## src/logic/spsm_pkg.sv

```systemverilog
// Constants, register map and state codes for the serial port select-mode block.
package spsm_pkg;
  localparam int DATA_W     = 8;
  localparam int FIFO_DEPTH = 32;
  localparam int ADDR_W     = 4;
  // ----------------------------------------------------------------
  // Register offsets
  // ----------------------------------------------------------------
  localparam logic [3:0] ADDR_CTRL = 4'h0;
  localparam logic [3:0] ADDR_STAT = 4'h4;
  localparam logic [3:0] ADDR_DATA = 4'h8;
  // ----------------------------------------------------------------
  // Field positions and reset values
  // ----------------------------------------------------------------
  localparam int CTRL_EN_BIT   = 0;
  localparam int CTRL_MST_BIT  = 1;
  localparam int CTRL_MODE_LSB = 2;
  localparam int STAT_DONE_BIT = 0;
  localparam int STAT_WCOL_BIT = 1;
  localparam int STAT_MODE_FAULT_FLAG_BIT = 2;
  localparam int STAT_OVR_BIT  = 3;
  localparam int STAT_BUSY_BIT = 4;
  localparam int STAT_RXF_BIT  = 5;
  localparam logic [1:0] SEL_3WIRE  = 2'h0;
  localparam logic [1:0] SEL_INPUT  = 2'h1;
  localparam logic [1:0] MODE_RST   = 2'h1;
  localparam logic [3:0] BITS_BYTE  = 4'h8;
  // ----------------------------------------------------------------
  // Timing
  // ----------------------------------------------------------------
  localparam int SYS_PERIOD_NS  = 40;
  localparam int LINK_PERIOD_NS = 320;
  localparam int HALF_CYC       = LINK_PERIOD_NS / (2 * SYS_PERIOD_NS);
  localparam logic [2:0] HALF_LAST = 3'(HALF_CYC - 1);
  typedef enum logic [2:0] {
    ST_IDLE = 3'b001,
    ST_LOW  = 3'b010,
    ST_HIGH = 3'b100
  } spsm_state_t;
endpackage

```

## src/logic/spsm_fifo_if.sv

```systemverilog
// Valid/ready carrier between the port logic and its transmit FIFO.
`timescale 1ns/10ps
interface spsm_fifo_if;
  logic       push_valid;
  logic       push_ready;
  logic [7:0] push_data;
  logic       pop_valid;
  logic       pop_ready;
  logic [7:0] pop_data;
  modport user (output push_valid, push_data, pop_ready,
                input push_ready, pop_valid, pop_data);
  modport fifo (input push_valid, push_data, pop_ready,
                output push_ready, pop_valid, pop_data);
endinterface

```

## src/logic/spsm_fifo.sv

```systemverilog
// Transmit FIFO with parameterised width and depth.
`timescale 1ns/10ps
module spsm_fifo #(
  parameter int W = 8,
  parameter int D = 32
) (
  input  wire logic sys_clk,
  input  wire logic rst,
  input  wire logic ce,
  spsm_fifo_if.fifo f
);
  localparam int AW = $clog2(D);
  typedef struct packed {
    logic [AW:0] wp;
    logic [AW:0] rp;
  } spsm_fifo_st_t;
  spsm_fifo_st_t   s_ff;
  spsm_fifo_st_t   nxt_s;
  logic [W-1:0]    mem [D];
  logic            full;
  logic            empty;
  logic            do_push;
  logic            do_pop;
  always_comb begin
    empty   = s_ff.wp == s_ff.rp;
    full    = (s_ff.wp[AW] != s_ff.rp[AW]) && (s_ff.wp[AW-1:0] == s_ff.rp[AW-1:0]);
    do_push = f.push_valid && !full;
    do_pop  = f.pop_ready && !empty;
    nxt_s   = s_ff;
    if (do_push) begin
      nxt_s.wp = s_ff.wp + 1'b1;
    end
    if (do_pop) begin
      nxt_s.rp = s_ff.rp + 1'b1;
    end
  end
  assign f.push_ready = !full;
  assign f.pop_valid  = !empty;
  assign f.pop_data   = mem[s_ff.rp[AW-1:0]];
  always_ff @(posedge sys_clk) begin
    if (rst) begin
      s_ff <= '0;
    end else if (ce) begin
      s_ff <= nxt_s;
    end
  end
  always_ff @(posedge sys_clk) begin
    if (ce && do_push && !rst) begin
      mem[s_ff.wp[AW-1:0]] <= f.push_data;
    end
  end
endmodule

```

## src/logic/spsm_port.sv

```systemverilog
// Serial port with pin direction control and slave-select mode logic.
// Operation
// - Port works as master or slave, 3-wire or 4-wire, shared bus.
// - Master-to-slave line is output as master, input as slave.
// - As master, master-to-slave line carries shift register MSB first.
// - Slave-to-master line is input as master, output as slave, MSB first.
// - Slave-to-master line floats when disabled or unselected 4-wire slave.
// - As 3-wire slave, slave-to-master line always carries shift register MSB.
// - Only the master drives the serial clock; slaves receive it.
// - Unselected 4-wire slave ignores all serial clock activity.
// - Mode 00: select unused, slave always selected, single slave on bus.
// - Mode 01: select is an input; low selects a slave.
// - Mode 01 master: select falling edge disables the master function.
// - Mode 1x: select is an output equal to the mode low bit.
// - Select pin is unmapped in mode 00, mapped otherwise.
// - Master data write fills buffer; empty shifter starts transfer, done flag at end.
// - Multi-master select falling edge clears master and port enables, sets mode fault.
// - 4-wire slave clears its bit counter on each select falling edge.
`timescale 1ns/10ps
module spsm_port
  import spsm_pkg::*;
(
  input  wire logic                         sys_clk,
  input  wire logic                         rst,
  input  wire logic                         ce,
  input  wire logic [spsm_pkg::ADDR_W-1:0]  addr,
  input  wire logic [spsm_pkg::DATA_W-1:0]  wdata,
  input  wire logic                         wr_stb,
  input  wire logic                         rd_stb,
  output logic      [spsm_pkg::DATA_W-1:0]  rdata,
  input  wire logic                         sck_in,
  output logic                              sck_out,
  output logic                              sck_oe,
  input  wire logic                         mosi_in,
  output logic                              mosi_out,
  output logic                              mosi_oe,
  input  wire logic                         miso_in,
  output logic                              miso_out,
  output logic                              miso_oe,
  input  wire logic                         slave_select_n_in,
  output logic                              slave_select_n_out,
  output logic                              slave_select_n_oe,
  output logic                              select_pin_mapped
);
  import spsm_pkg::*;
  // ----------------------------------------------------------------
  // State
  // ----------------------------------------------------------------
  typedef struct packed {
    logic        en;
    logic        mst;
    logic [1:0]  mode;
    logic        done;
    logic        wcol;
    logic        mode_fault_flag;
    logic        ovr;
    logic [7:0]  sr;
    logic        sr_full;
    logic        smp;
    logic [3:0]  cnt;
    spsm_state_t st;
    logic [2:0]  div;
    logic [7:0]  rx;
    logic        rxf;
    logic [7:0]  rdata;
    logic        sck_m, sck_s, sck_p;
    logic        nss_m, nss_s, nss_p;
    logic        mosi_m, mosi_s;
    logic        miso_m, miso_s;
    logic        sck_o, sck_oe;
    logic        mosi_o, mosi_oe;
    logic        miso_o, miso_oe;
    logic        nss_o, nss_oe, nss_map;
  } spsm_state_reg_t;
  spsm_state_reg_t s_ff;
  spsm_state_reg_t nxt_s;
  spsm_fifo_if     txf ();
  logic            push;
  logic            take;
  spsm_fifo #(
    .W (DATA_W),
    .D (FIFO_DEPTH)
  ) u_txfifo (
    .sys_clk (sys_clk),
    .rst     (rst),
    .ce      (ce),
    .f       (txf)
  );
  assign txf.push_valid = push;
  assign txf.push_data  = wdata;
  assign txf.pop_ready  = take;
  // ----------------------------------------------------------------
  // Next state
  // ----------------------------------------------------------------
  always_comb begin
    logic sck_rise;
    logic sck_fall;
    logic nss_fall;
    logic sel;
    logic slv;
    logic byte_end;
    logic [7:0] shifted;
    sck_rise = s_ff.sck_s && !s_ff.sck_p;
    sck_fall = !s_ff.sck_s && s_ff.sck_p;
    nss_fall = s_ff.nss_p && !s_ff.nss_s;
    sel      = (s_ff.mode == SEL_3WIRE) || (s_ff.mode == SEL_INPUT && !s_ff.nss_s);
    slv      = s_ff.en && !s_ff.mst;
    byte_end = 1'b0;
    shifted  = {s_ff.sr[6:0], s_ff.smp};
    push     = 1'b0;
    take     = 1'b0;
    nxt_s    = s_ff;
    nxt_s.rdata  = '0;
    nxt_s.sck_m  = sck_in;
    nxt_s.sck_s  = s_ff.sck_m;
    nxt_s.sck_p  = s_ff.sck_s;
    nxt_s.nss_m  = slave_select_n_in;
    nxt_s.nss_s  = s_ff.nss_m;
    nxt_s.nss_p  = s_ff.nss_s;
    nxt_s.mosi_m = mosi_in;
    nxt_s.mosi_s = s_ff.mosi_m;
    nxt_s.miso_m = miso_in;
    nxt_s.miso_s = s_ff.miso_m;
    // ----------------------------------------------------------------
    // Register bus
    // ----------------------------------------------------------------
    if (wr_stb) begin
      case (addr)
        ADDR_CTRL: begin
          nxt_s.en   = wdata[CTRL_EN_BIT];
          nxt_s.mst  = wdata[CTRL_MST_BIT];
          nxt_s.mode = wdata[CTRL_MODE_LSB +: 2];
        end
        ADDR_STAT: begin
          nxt_s.done = s_ff.done && !wdata[STAT_DONE_BIT];
          nxt_s.wcol = s_ff.wcol && !wdata[STAT_WCOL_BIT];
          nxt_s.mode_fault_flag = s_ff.mode_fault_flag && !wdata[STAT_MODE_FAULT_FLAG_BIT];
          nxt_s.ovr  = s_ff.ovr && !wdata[STAT_OVR_BIT];
        end
        ADDR_DATA: begin
          push = txf.push_ready;
          if (!txf.push_ready) begin
            nxt_s.wcol = 1'b1;
          end
        end
        default: begin
        end
      endcase
    end
    if (rd_stb) begin
      case (addr)
        ADDR_CTRL: nxt_s.rdata = {4'h0, s_ff.mode, s_ff.mst, s_ff.en};
        ADDR_STAT: nxt_s.rdata = {2'h0, s_ff.rxf, s_ff.st != ST_IDLE, s_ff.ovr,
                                  s_ff.mode_fault_flag, s_ff.wcol, s_ff.done};
        ADDR_DATA: begin
          nxt_s.rdata = s_ff.rx;
          nxt_s.rxf   = 1'b0;
        end
        default: nxt_s.rdata = '0;
      endcase
    end
    // ----------------------------------------------------------------
    // Master sequencer
    // ----------------------------------------------------------------
    case (s_ff.st)
      ST_IDLE: begin
        if (s_ff.en && s_ff.mst && txf.pop_valid) begin
          take        = 1'b1;
          nxt_s.sr    = txf.pop_data;
          nxt_s.cnt   = '0;
          nxt_s.div   = '0;
          nxt_s.st    = ST_LOW;
        end
      end
      ST_LOW: begin
        nxt_s.div = s_ff.div + 3'h1;
        if (s_ff.div == HALF_LAST) begin
          nxt_s.div   = '0;
          nxt_s.sck_o = 1'b1;
          nxt_s.smp   = s_ff.miso_s;
          nxt_s.st    = ST_HIGH;
        end
      end
      ST_HIGH: begin
        nxt_s.div = s_ff.div + 3'h1;
        if (s_ff.div == HALF_LAST) begin
          nxt_s.div   = '0;
          nxt_s.sck_o = 1'b0;
          nxt_s.sr    = shifted;
          nxt_s.cnt   = s_ff.cnt + 4'h1;
          nxt_s.st    = ST_LOW;
          if (s_ff.cnt == BITS_BYTE - 4'h1) begin
            nxt_s.st = ST_IDLE;
            byte_end = 1'b1;
          end
        end
      end
      default: nxt_s.st = ST_IDLE;
    endcase
    // ----------------------------------------------------------------
    // Slave shifter
    // ----------------------------------------------------------------
    if (slv && sel) begin
      if (sck_rise) begin
        nxt_s.smp = s_ff.mosi_s;
      end
      if (sck_fall) begin
        nxt_s.sr  = shifted;
        nxt_s.cnt = s_ff.cnt + 4'h1;
        if (s_ff.cnt == BITS_BYTE - 4'h1) begin
          nxt_s.cnt     = '0;
          nxt_s.sr_full = 1'b0;
          byte_end      = 1'b1;
        end
      end else if (!s_ff.sr_full && s_ff.cnt == 4'h0 && txf.pop_valid) begin
        take          = 1'b1;
        nxt_s.sr      = txf.pop_data;
        nxt_s.sr_full = 1'b1;
      end
    end
    if (slv && s_ff.mode == SEL_INPUT && nss_fall) begin
      nxt_s.cnt = '0;
    end
    // The 3-wire slave has no framing, so only disabling realigns its counter.
    if (!s_ff.en) begin
      nxt_s.cnt     = '0;
      nxt_s.sr_full = 1'b0;
    end
    if (byte_end) begin
      nxt_s.done = 1'b1;
      if (slv && s_ff.rxf && !(rd_stb && addr == ADDR_DATA)) begin
        nxt_s.ovr = 1'b1;
      end else begin
        nxt_s.rx  = shifted;
        nxt_s.rxf = 1'b1;
      end
    end
    // A lost master aborts its byte at once to keep off the other master's bus.
    if (s_ff.en && s_ff.mst && s_ff.mode == SEL_INPUT && nss_fall) begin
      nxt_s.en    = 1'b0;
      nxt_s.mst   = 1'b0;
      nxt_s.mode_fault_flag  = 1'b1;
      nxt_s.st    = ST_IDLE;
      nxt_s.sck_o = 1'b0;
    end
    // ----------------------------------------------------------------
    // Pin drivers
    // ----------------------------------------------------------------
    nxt_s.sck_oe  = s_ff.en && s_ff.mst;
    nxt_s.mosi_oe = s_ff.en && s_ff.mst;
    nxt_s.mosi_o  = s_ff.sr[7];
    nxt_s.miso_oe = slv && sel;
    nxt_s.miso_o  = s_ff.sr[7];
    nxt_s.nss_oe  = s_ff.mode[1];
    nxt_s.nss_o   = s_ff.mode[0];
    nxt_s.nss_map = s_ff.mode != SEL_3WIRE;
  end
  always_ff @(posedge sys_clk) begin
    if (rst) begin
      s_ff      <= '0;
      s_ff.mode <= MODE_RST;
      s_ff.st   <= ST_IDLE;
      s_ff.sck_m <= 1'b1;
      s_ff.sck_s <= 1'b0;
      s_ff.nss_m <= 1'b1;
      s_ff.nss_s <= 1'b1;
      s_ff.nss_p <= 1'b1;
      s_ff.nss_o <= 1'b1;
    end else if (ce) begin
      s_ff <= nxt_s;
    end
  end
  assign rdata              = s_ff.rdata;
  assign sck_out            = s_ff.sck_o;
  assign sck_oe             = s_ff.sck_oe;
  assign mosi_out           = s_ff.mosi_o;
  assign mosi_oe            = s_ff.mosi_oe;
  assign miso_out           = s_ff.miso_o;
  assign miso_oe            = s_ff.miso_oe;
  assign slave_select_n_out = s_ff.nss_o;
  assign slave_select_n_oe  = s_ff.nss_oe;
  assign select_pin_mapped  = s_ff.nss_map;
endmodule

```

## config.mk

```make
export PLATFORM = sky130hd
export DESIGN_NAME = spsm_port
export DESIGN_NICKNAME = d
export VERILOG_FILES = /design/src/logic/spsm_pkg.sv /design/src/logic/spsm_fifo_if.sv /design/src/logic/spsm_fifo.sv /design/src/logic/spsm_port.sv
export SDC_FILE = /design/constraint.sdc
export NUM_CORES = 1
export LEC_CHECK = 0
export BUFFER_PORTS_ARGS = -buffer_cell sky130_fd_sc_hd__buf_4
export CAP_MARGIN = 20
export CELL_PAD_IN_SITES_DETAIL_PLACEMENT = 1
export CELL_PAD_IN_SITES_GLOBAL_PLACEMENT = 1
export CORE_ASPECT_RATIO = 1.1
export CORE_UTILIZATION = 53
export CTS_CLUSTER_SIZE = 16
export DETAILED_ROUTE_END_ITERATION = 10
export PLACE_DENSITY_LB_ADDON = 0.3
export SYNTH_ARGS = -nofsm -noshare
export SYNTH_HDL_FRONTEND = slang
export SYNTH_SLANG_ARGS = --single-unit
```

## constraint.sdc

```tcl
create_clock -name sys_clk -period 3.3 [get_ports sys_clk]
set_clock_uncertainty 0.05 [all_clocks]
set_input_delay 0.165 -clock sys_clk [delete_from_list [all_inputs] [get_ports sys_clk]]
set_output_delay 0.165 -clock sys_clk [all_outputs]
set_load 0.1 [all_outputs]
```

After elaboration in Yosys (flattened, before gate mapping)

Memory sizes are Yosys's and may differ from the RTL's. A register that Yosys moved wholly into a read port is not among the register bits.
Index checks and enable logic that the tools add are counted.

$add $sub $neg: 4
Mux-type cells: 60
Equality and inequality tests: 20
Reductions and logical operators: 64
Bitwise logic cells: 1

Operators with widths:

| operator                                            | number |
|---|---|
| two-way mux 1 bit                                   | 32 |
| two-way mux 9 bit                                   | 3 |
| logical AND 1 bit                                   | 26 |
| two-way mux 8 bit                                   | 3 |
| case mux 8 bit (3 select lines)                     | 1 |
| two-way mux 10 bit                                  | 2 |
| two-way mux 4 bit                                   | 5 |
| case mux 3 bit (3 select lines)                     | 2 |
| AND reduction 3 bit                                 | 6 |
| case mux 8 bit (2 select lines)                     | 1 |
| AND reduction 4 bit                                 | 4 |
| two-way mux 14 bit                                  | 1 |
| nonzero test 2 bit                                  | 7 |
| logical NOT 1 bit                                   | 13 |
| adder 6 x 1 -> 6 bit, second input constant         | 2 |
| two-way mux 5 bit                                   | 2 |
| inequality test 3 bit, second input constant        | 3 |
| equality test 4 x 3 -> 1 bit, second input constant | 2 |
| logical NOT 4 bit                                   | 2 |
| case mux 4 bit (2 select lines)                     | 1 |
| equality test 3 x 2 -> 1 bit, second input constant | 2 |
| equality test 6 bit                                 | 1 |
| two-way mux 2 bit                                   | 3 |
| two-way mux 6 bit                                   | 1 |
| other kinds (19)                                    | 24 |

Memories kept: 1
Input port bits: 21
Flip-flop bits (word level): 74
Logic and storage cells: 185
Output and inout port bits: 17
Bits in writable memories: 256

Memories:

| name         | depth | bits a word | rd ports | clocked after memory_dff | write ports | line            | source |
|---|---|---|---|---|---|---|---|
| u_txfifo.mem | 32    | 8           | 1        | 1                        | 1           | spsm_fifo.sv:19 | `logic [W-1:0] mem [D];` |

Longest topological paths before layout

Depth after elaboration: 12
Gate-level depth with buffers: 9
Mapped depth without buffers: 7

Hierarchy

Synthesis repeated with hierarchy kept, for this count alone.

Cell total of the unflattened synthesis: 873
Area, all modules: 13904.6 um2

Modules (own cells, without submodules):

| module    | area an instance (um2) | sequential area each (um2) | times used | cells an instance |
|---|---|---|---|---|
| spsm_fifo | 10725.3                | 8027.7                     | 1          | 500 |
| spsm_port | 3179.3                 | 1241.2                     | 1          | 373 |

Worst setup path before layout

OpenSTA, ideal clock, no wires.

Path type: register to register
From: register u_txfifo.s_ff[9] in the netlist's numbering
To: memory u_txfifo.mem[30][0] (enable)
Period minus slack after synthesis: 2.313 ns
Arrival: 1.893 ns
Slack: 0.987 ns
Cell stages (with the launch flop): 7
Library setup time: 0.370 ns
Required time: 2.880 ns
Buffers on the path: 1
Path through: dfxtp_1 > clkbuf_1 > xor2_1 > nor3_1 > a211oi_1 > nand2_1 > nor2_1

Longest elaborated chain between the ends: 10

RTL lines:

| what                                    | line                             | source |
|---|---|---|
| start: declaration                      | spsm_fifo.sv:17                  | `spsm_fifo_st_t s_ff;` |
| start signal: assignment                | spsm_fifo.sv:44                  | `s_ff <= nxt_s;` |
| equality test 5 bit                     | spsm_fifo.sv:26                  | `full = (s_ff.wp[AW] != s_ff.rp[AW]) && (s_ff.wp[AW-1:0] == s_ff.rp[AW-1:0]);` |
| logical AND 1 bit                       | spsm_fifo.sv:26                  |  |
| logical NOT 1 bit                       | spsm_fifo.sv:27, spsm_fifo.sv:37 |  |
| two-way mux 1 bit                       | spsm_port.sv:128                 | `case (addr)` |
| two-way mux 1 bit                       | spsm_port.sv:127                 | `if (wr_stb) begin` |
| logical AND 1 bit                       | spsm_fifo.sv:27                  | `do_push = f.push_valid && !full;` |
| logical AND 1 bit (2 in series)         | spsm_fifo.sv:48                  | `if (ce && do_push && !rst) begin` |
| two-way mux 1 bit                       | spsm_fifo.sv:48                  |  |
| two-way mux 1 bit (implied by the code) | spsm_fifo.sv:49                  | `mem[s_ff.wp[AW-1:0]] <= f.push_data;` |
| end: declaration                        | spsm_fifo.sv:19                  |  |

Several ways; a longest one is shown, not always the timed one.

==> impl_results.html <==
<table>
<tr><th>Metric</th><th>Value</th></tr>
<tr><th colspan="2">Final layout</th></tr>
<tr><td>Area growth syn-to-layout</td><td>14.4%</td></tr>
<tr><td>N_diodes</td><td>0</td></tr>
<tr><td>Share of layout cells above drive strength 1</td><td>between 20 and 25%</td></tr>
<tr><td>Final layout net count</td><td>between 1000 and 1500</td></tr>
<tr><td>Layout Cell Area excl Fill</td><td>between 0.015 and 0.02 mm2</td></tr>
<tr><th colspan="2">GRT</th></tr>
<tr><td>Global Route Usage Sum</td><td>28.2%</td></tr>
<tr><td>Met2 GRT Util</td><td>46.2%</td></tr>
<tr><td>Met1 Usage GRT</td><td>a little under two fifths</td></tr>
<tr><td>Number of antenna violations at the first check in global routing</td><td>2</td></tr>
<tr><td>Pin count of the biggest net entering global routing</td><td>51</td></tr>
<tr><td>Via count of the first global-routing pass</td><td>9223</td></tr>
<tr><td>Most congested layer reported by global routing</td><td>met2</td></tr>
<tr><td>Global-route wire length before repair</td><td>56300 um</td></tr>
<tr><td>Total congestion overflow after global routing</td><td>0</td></tr>
<tr><td>M3 GR Usage</td><td>4.31%</td></tr>
<tr><th colspan="2">Logic synthesis</th></tr>
<tr><td>Post-synth ARST share</td><td>0%</td></tr>
<tr><td>Yosys top cell area share</td><td>between 50% and 60%</td></tr>
<tr><td>Most common flop cell mapped by yosys</td><td>edfxtp_1</td></tr>
<tr><td>Netlist cell types</td><td>70</td></tr>
<tr><td>Cells taking the most area after synthesis</td><td>edfxtp_1 (55%), dfxtp_1 (11%), mux4_2 (5.1%)</td></tr>
<tr><td>Gate Count Post-Synth</td><td>970</td></tr>
<tr><td>Count of flip-flops with a built-in enable after synthesis</td><td>roughly 260</td></tr>
<tr><td>Post-synth top area cell</td><td>edfxtp_1</td></tr>
<tr><td>Net count after synthesis</td><td>999</td></tr>
<tr><td>Synth warn</td><td>0</td></tr>
<tr><td>Post-Synthesis Mean Instance Area</td><td>between 10 and 15 um2</td></tr>
<tr><td>Combined area of all synthesized cells</td><td>0.0141 mm2</td></tr>
<tr><td>Proportion of synthesized chip area in sequential cells</td><td>65.8%</td></tr>
<tr><td>Synth Register Bits</td><td>335</td></tr>
<tr><th colspan="2">Power and ir drop</th></tr>
<tr><td>Worst vdd ir</td><td>442 uV</td></tr>
<tr><td>Sequential share of power</td><td>51.7%</td></tr>
<tr><td>Part of the power in combinational logic</td><td>between 2 and 2.5%</td></tr>
<tr><td>Switching power</td><td>1.75 mW</td></tr>
<tr><td>Clk network pwr share</td><td>a little under half</td></tr>
<tr><td>Leakage power</td><td>5.32 nW</td></tr>
<tr><td>Switching Fraction</td><td>roughly a fifth</td></tr>
<tr><td>Pint</td><td>7.03 mW</td></tr>
<tr><td>Total power density per cell area</td><td>between 500 and 600 mW/mm2</td></tr>
<tr><th colspan="2">Critical path</th></tr>
<tr><td>Element type at the critical path end</td><td>register</td></tr>
<tr><td>Critical path class</td><td>reg2reg</td></tr>
<tr><td>Biggest fanout along the worst timing path</td><td>45</td></tr>
<tr><td>Critical Path RT</td><td>3.63 ns</td></tr>
<tr><td>Startpoint kind of the worst setup timing path</td><td>register</td></tr>
<tr><td>Arrival time worst endpoint</td><td>3.07 ns</td></tr>
<tr><th colspan="2">Drt</th></tr>
<tr><td>DRC Markers</td><td>0</td></tr>
<tr><td>Drt first pass iters</td><td>7</td></tr>
<tr><td>Number of vias after detailed routing</td><td>8836</td></tr>
<tr><td>Starting DRC count in detailed routing</td><td>781</td></tr>
<tr><td>Sum of routed wire length over all layers</td><td>36800 um</td></tr>
<tr><td>Wire length per cell</td><td>26.1 um</td></tr>
<tr><td>Number of vias per cell</td><td>6.26</td></tr>
<tr><td>Antenna Violating Nets Remaining</td><td>0</td></tr>
<tr><th colspan="2">Die</th></tr>
<tr><td>Overall die area</td><td>0.0272 mm2</td></tr>
<tr><td>Floorplan Core Area</td><td>0.0261 mm2</td></tr>
<tr><td>IO Count</td><td>38</td></tr>
<tr><td>Height of the die</td><td>approximately 170 um</td></tr>
<tr><td>Row cnt</td><td>62</td></tr>
<tr><td>Starting utilization of the core area</td><td>roughly 54%</td></tr>
<tr><td>Die width</td><td>157 um</td></tr>
<tr><th colspan="2">Timing</th></tr>
<tr><td>Portion of the clock cycle consumed by the worst path in the final layout</td><td>83.2%</td></tr>
<tr><td>Final Hold Vio Count</td><td>0</td></tr>
<tr><td>Minimum clock period after layout</td><td>2.75 ns</td></tr>
<tr><td>Max-slew violation total from the final report</td><td>0</td></tr>
<tr><td>Total negative slack</td><td>0 ns</td></tr>
<tr><td>Worst slew margin relative to its limit</td><td>approximately 47%</td></tr>
<tr><td>Total setup violations reported at the end of the flow</td><td>0</td></tr>
<tr><td>Slew @ Worst Pin</td><td>0.789 ns</td></tr>
<tr><td>Top achievable clock speed</td><td>0.364 GHz</td></tr>
<tr><td>RSZ-0062 raised after global routing</td><td>false</td></tr>
<tr><th colspan="2">Clock network</th></tr>
<tr><td>Count of instances resized after the clock tree is built</td><td>0</td></tr>
<tr><td>Register clock-pin slew on the reported worst setup and hold paths</td><td>0.06 ns</td></tr>
<tr><td>Total clock buffers created by CTS</td><td>36</td></tr>
<tr><td>Worst-Skew Late Latency</td><td>0.53 ns</td></tr>
<tr><td>Post-CTS setup buffers</td><td>0</td></tr>
<tr><td>Clock sink count</td><td>between 300 and 400</td></tr>
<tr><td>Clock tree from TritonCTS</td><td>built</td></tr>
<tr><td>Deepest clock path buffer count</td><td>3</td></tr>
<tr><td>Clock Tree Root</td><td>clkbuf_16</td></tr>
<tr><td>H-Tree Level Count</td><td>2</td></tr>
<tr><th colspan="2">Placement</th></tr>
<tr><td>Final estimated routing congestion in global placement</td><td>0.834</td></tr>
<tr><td>IO buf count</td><td>37</td></tr>
<tr><td>Post-Place Cell Area</td><td>0.0149 mm2</td></tr>
<tr><td>Detailed placement HPWL</td><td>~23000 um</td></tr>
<tr><th colspan="2">Run</th></tr>
<tr><td>Max Cap Violations</td><td>0</td></tr>
<tr><th colspan="2">Worst hold path</th></tr>
<tr><td>Hold wc startpoint</td><td>wdata[5]</td></tr>
<tr><td>Worst min path class</td><td>in2reg</td></tr>
<tr><th colspan="2">Status</th></tr>
<tr><td>Result of the run</td><td>finished clean</td></tr>
</table>
-- worst max-delay path, cell delays in order, from the launching register on --
cell and delay, ns:
dfxtp_4 0.66, buf_12 0.35, mux4_2 0.58, a221o_1 0.41, a221oi_1 0.37, o32ai_1 0.16
-- cells in the final DEF (no fill, tap or decap), types with 5 or more instances in the layout --
cell           netlist  final
o32ai_1              8      8
nand2_1             48     48
ha_1                 8      8
nor2b_1              7      7
mux4_2              32     32
and3_1               5      5
nor2_1              91     91
o22ai_1             17     17
inv_1               10     10
a221o_1              8      8
xor2_1               9      9
nand3_1             15     15
dlygate4sd3_1        0      7
a22oi_1              6      6
a21oi_1             18     18
mux2_2              33     33
clkbuf_1            26     11
o21ai_0             25     25
mux2i_1             61     61
xnor2_1              8      8
clkinv_1             2      8
buf_4               15     87
nand2b_1             5      5
edfxtp_1           256    256
o22a_1               8      8
a222oi_1             8      8
a22o_1              10     10
clkbuf_16            0     38
a211oi_1             9      9
dfxtp_1             79     78
nor3_1               8      8
a221oi_1            24     24
a31o_2              11     11
-- kinds of logic (layout without fill, tap and decap cells) --
| group | after synthesis | in the layout | synth area share (%) |
|---|---|---|---|
| DFF | 335 | 335 | 65.8 |
| and+or+nand+nor | 220 | 220 | 7.67 |
| AOI/OAI and AO/OA | 181 | 181 | 9.74 |
| muxes | 126 | 126 | 12.1 |
| buffers and inverters | 83 | 173 | 2.94 |
| xor gates and xnor gates | 17 | 17 | 1.06 |
| adders and majority gates | 8 | 8 | 0.711 |
-- repair_timing --
item                                    4_1_cts  5_1_grt
hold buffers                                  7        0
endpoints found under the setup margin        0        0
hold endpoints to repair                     23        0
-- layout make-up --
| type | count | area (um2) |
|---|---|---|
| Fill cell | 2440 | 10000 |
| Sequential cell | 335 | 9270 |
| Multi-Input combinational cell | 552 | 4410 |
| Clock buffer | 50 | 1010 |
| Timing Repair Buffer | 96 | 763 |
| Tap cell | 352 | 440 |
| Clock inverter | 15 | 179 |
| Inverter | 12 | 45.0 |
-- through the flow --
step	std cells	total power [mW]	hold slack (ns)	setup slack, ns	util (%)
CTS	1412	8.83	0.0255	0.489	61.6
floorplan	970	4.71	0.214	0.987	-
detailed placement	1340	4.81	0.340	0.517	56.8
global placement	1340	4.80	0.331	0.587	56.8
finish	1412	8.78	0.0322	0.554	61.6
global route	1412	8.98	0.0338	0.343	61.6
-- per-layer routing --
metal  vias to the layer above  wire length (um)
met3                        74              1970
met2                       303             18400
li1                       3922                 -
met5                         -                13
met1                      4535             15400
met4                         2              1070
-- registers in the layout, summed over array words and instances, names as in the netlist, named ones only --
register	count
miso_oe	1
miso_out	1
mosi_oe	1
nxt_s	9
rdata	8
s_ff	38
sck_out	1
select_pin_mapped	1
slave_select_n_oe	1
slave_select_n_out	1
u_txfifo.mem	256
u_txfifo.s_ff	12
-- final timing paths --
kind | end | slack, ns | cells past startpoint
max reg2reg | s_ff[53] | 0.55 | 5
max | s_ff[53] | 0.55 | 5
min | u_txfifo.mem[9][5] | 0.03 | 1
min reg2reg | sck_out | 0.41 | 2
-- synthesized netlist by cell type (6+ instances only) --
cell        n
a211oi_1    9
a21oi_1    18
a221o_1     8
a221oi_1   24
a222oi_1    8
a22o_1     10
a22oi_1     6
a31o_2     11
buf_1      18
buf_2       7
buf_4      15
clkbuf_1   26
dfxtp_1    79
edfxtp_1  256
ha_1        8
inv_1      10
mux2_2     33
mux2i_1    61
mux4_2     32
nand2_1    48
nand3_1    15
nor2_1     91
nor2b_1     7
nor3_1      8
o21ai_0    25
o22a_1      8
o22ai_1    17
o32ai_1     8
xnor2_1     8
xor2_1      9
-- power groups by stage --
stage	registers [mW]	clock network, mW	logic, mW
after floorplan	4.64	0	0.0662
after global placement	4.63	0	0.172
after detailed placement	4.63	0	0.177
after CTS	4.54	4.10	0.186
after global routing	4.54	4.24	0.198
final	4.54	4.05	0.186
Note: power is estimated with default switching activity, not from simulation.
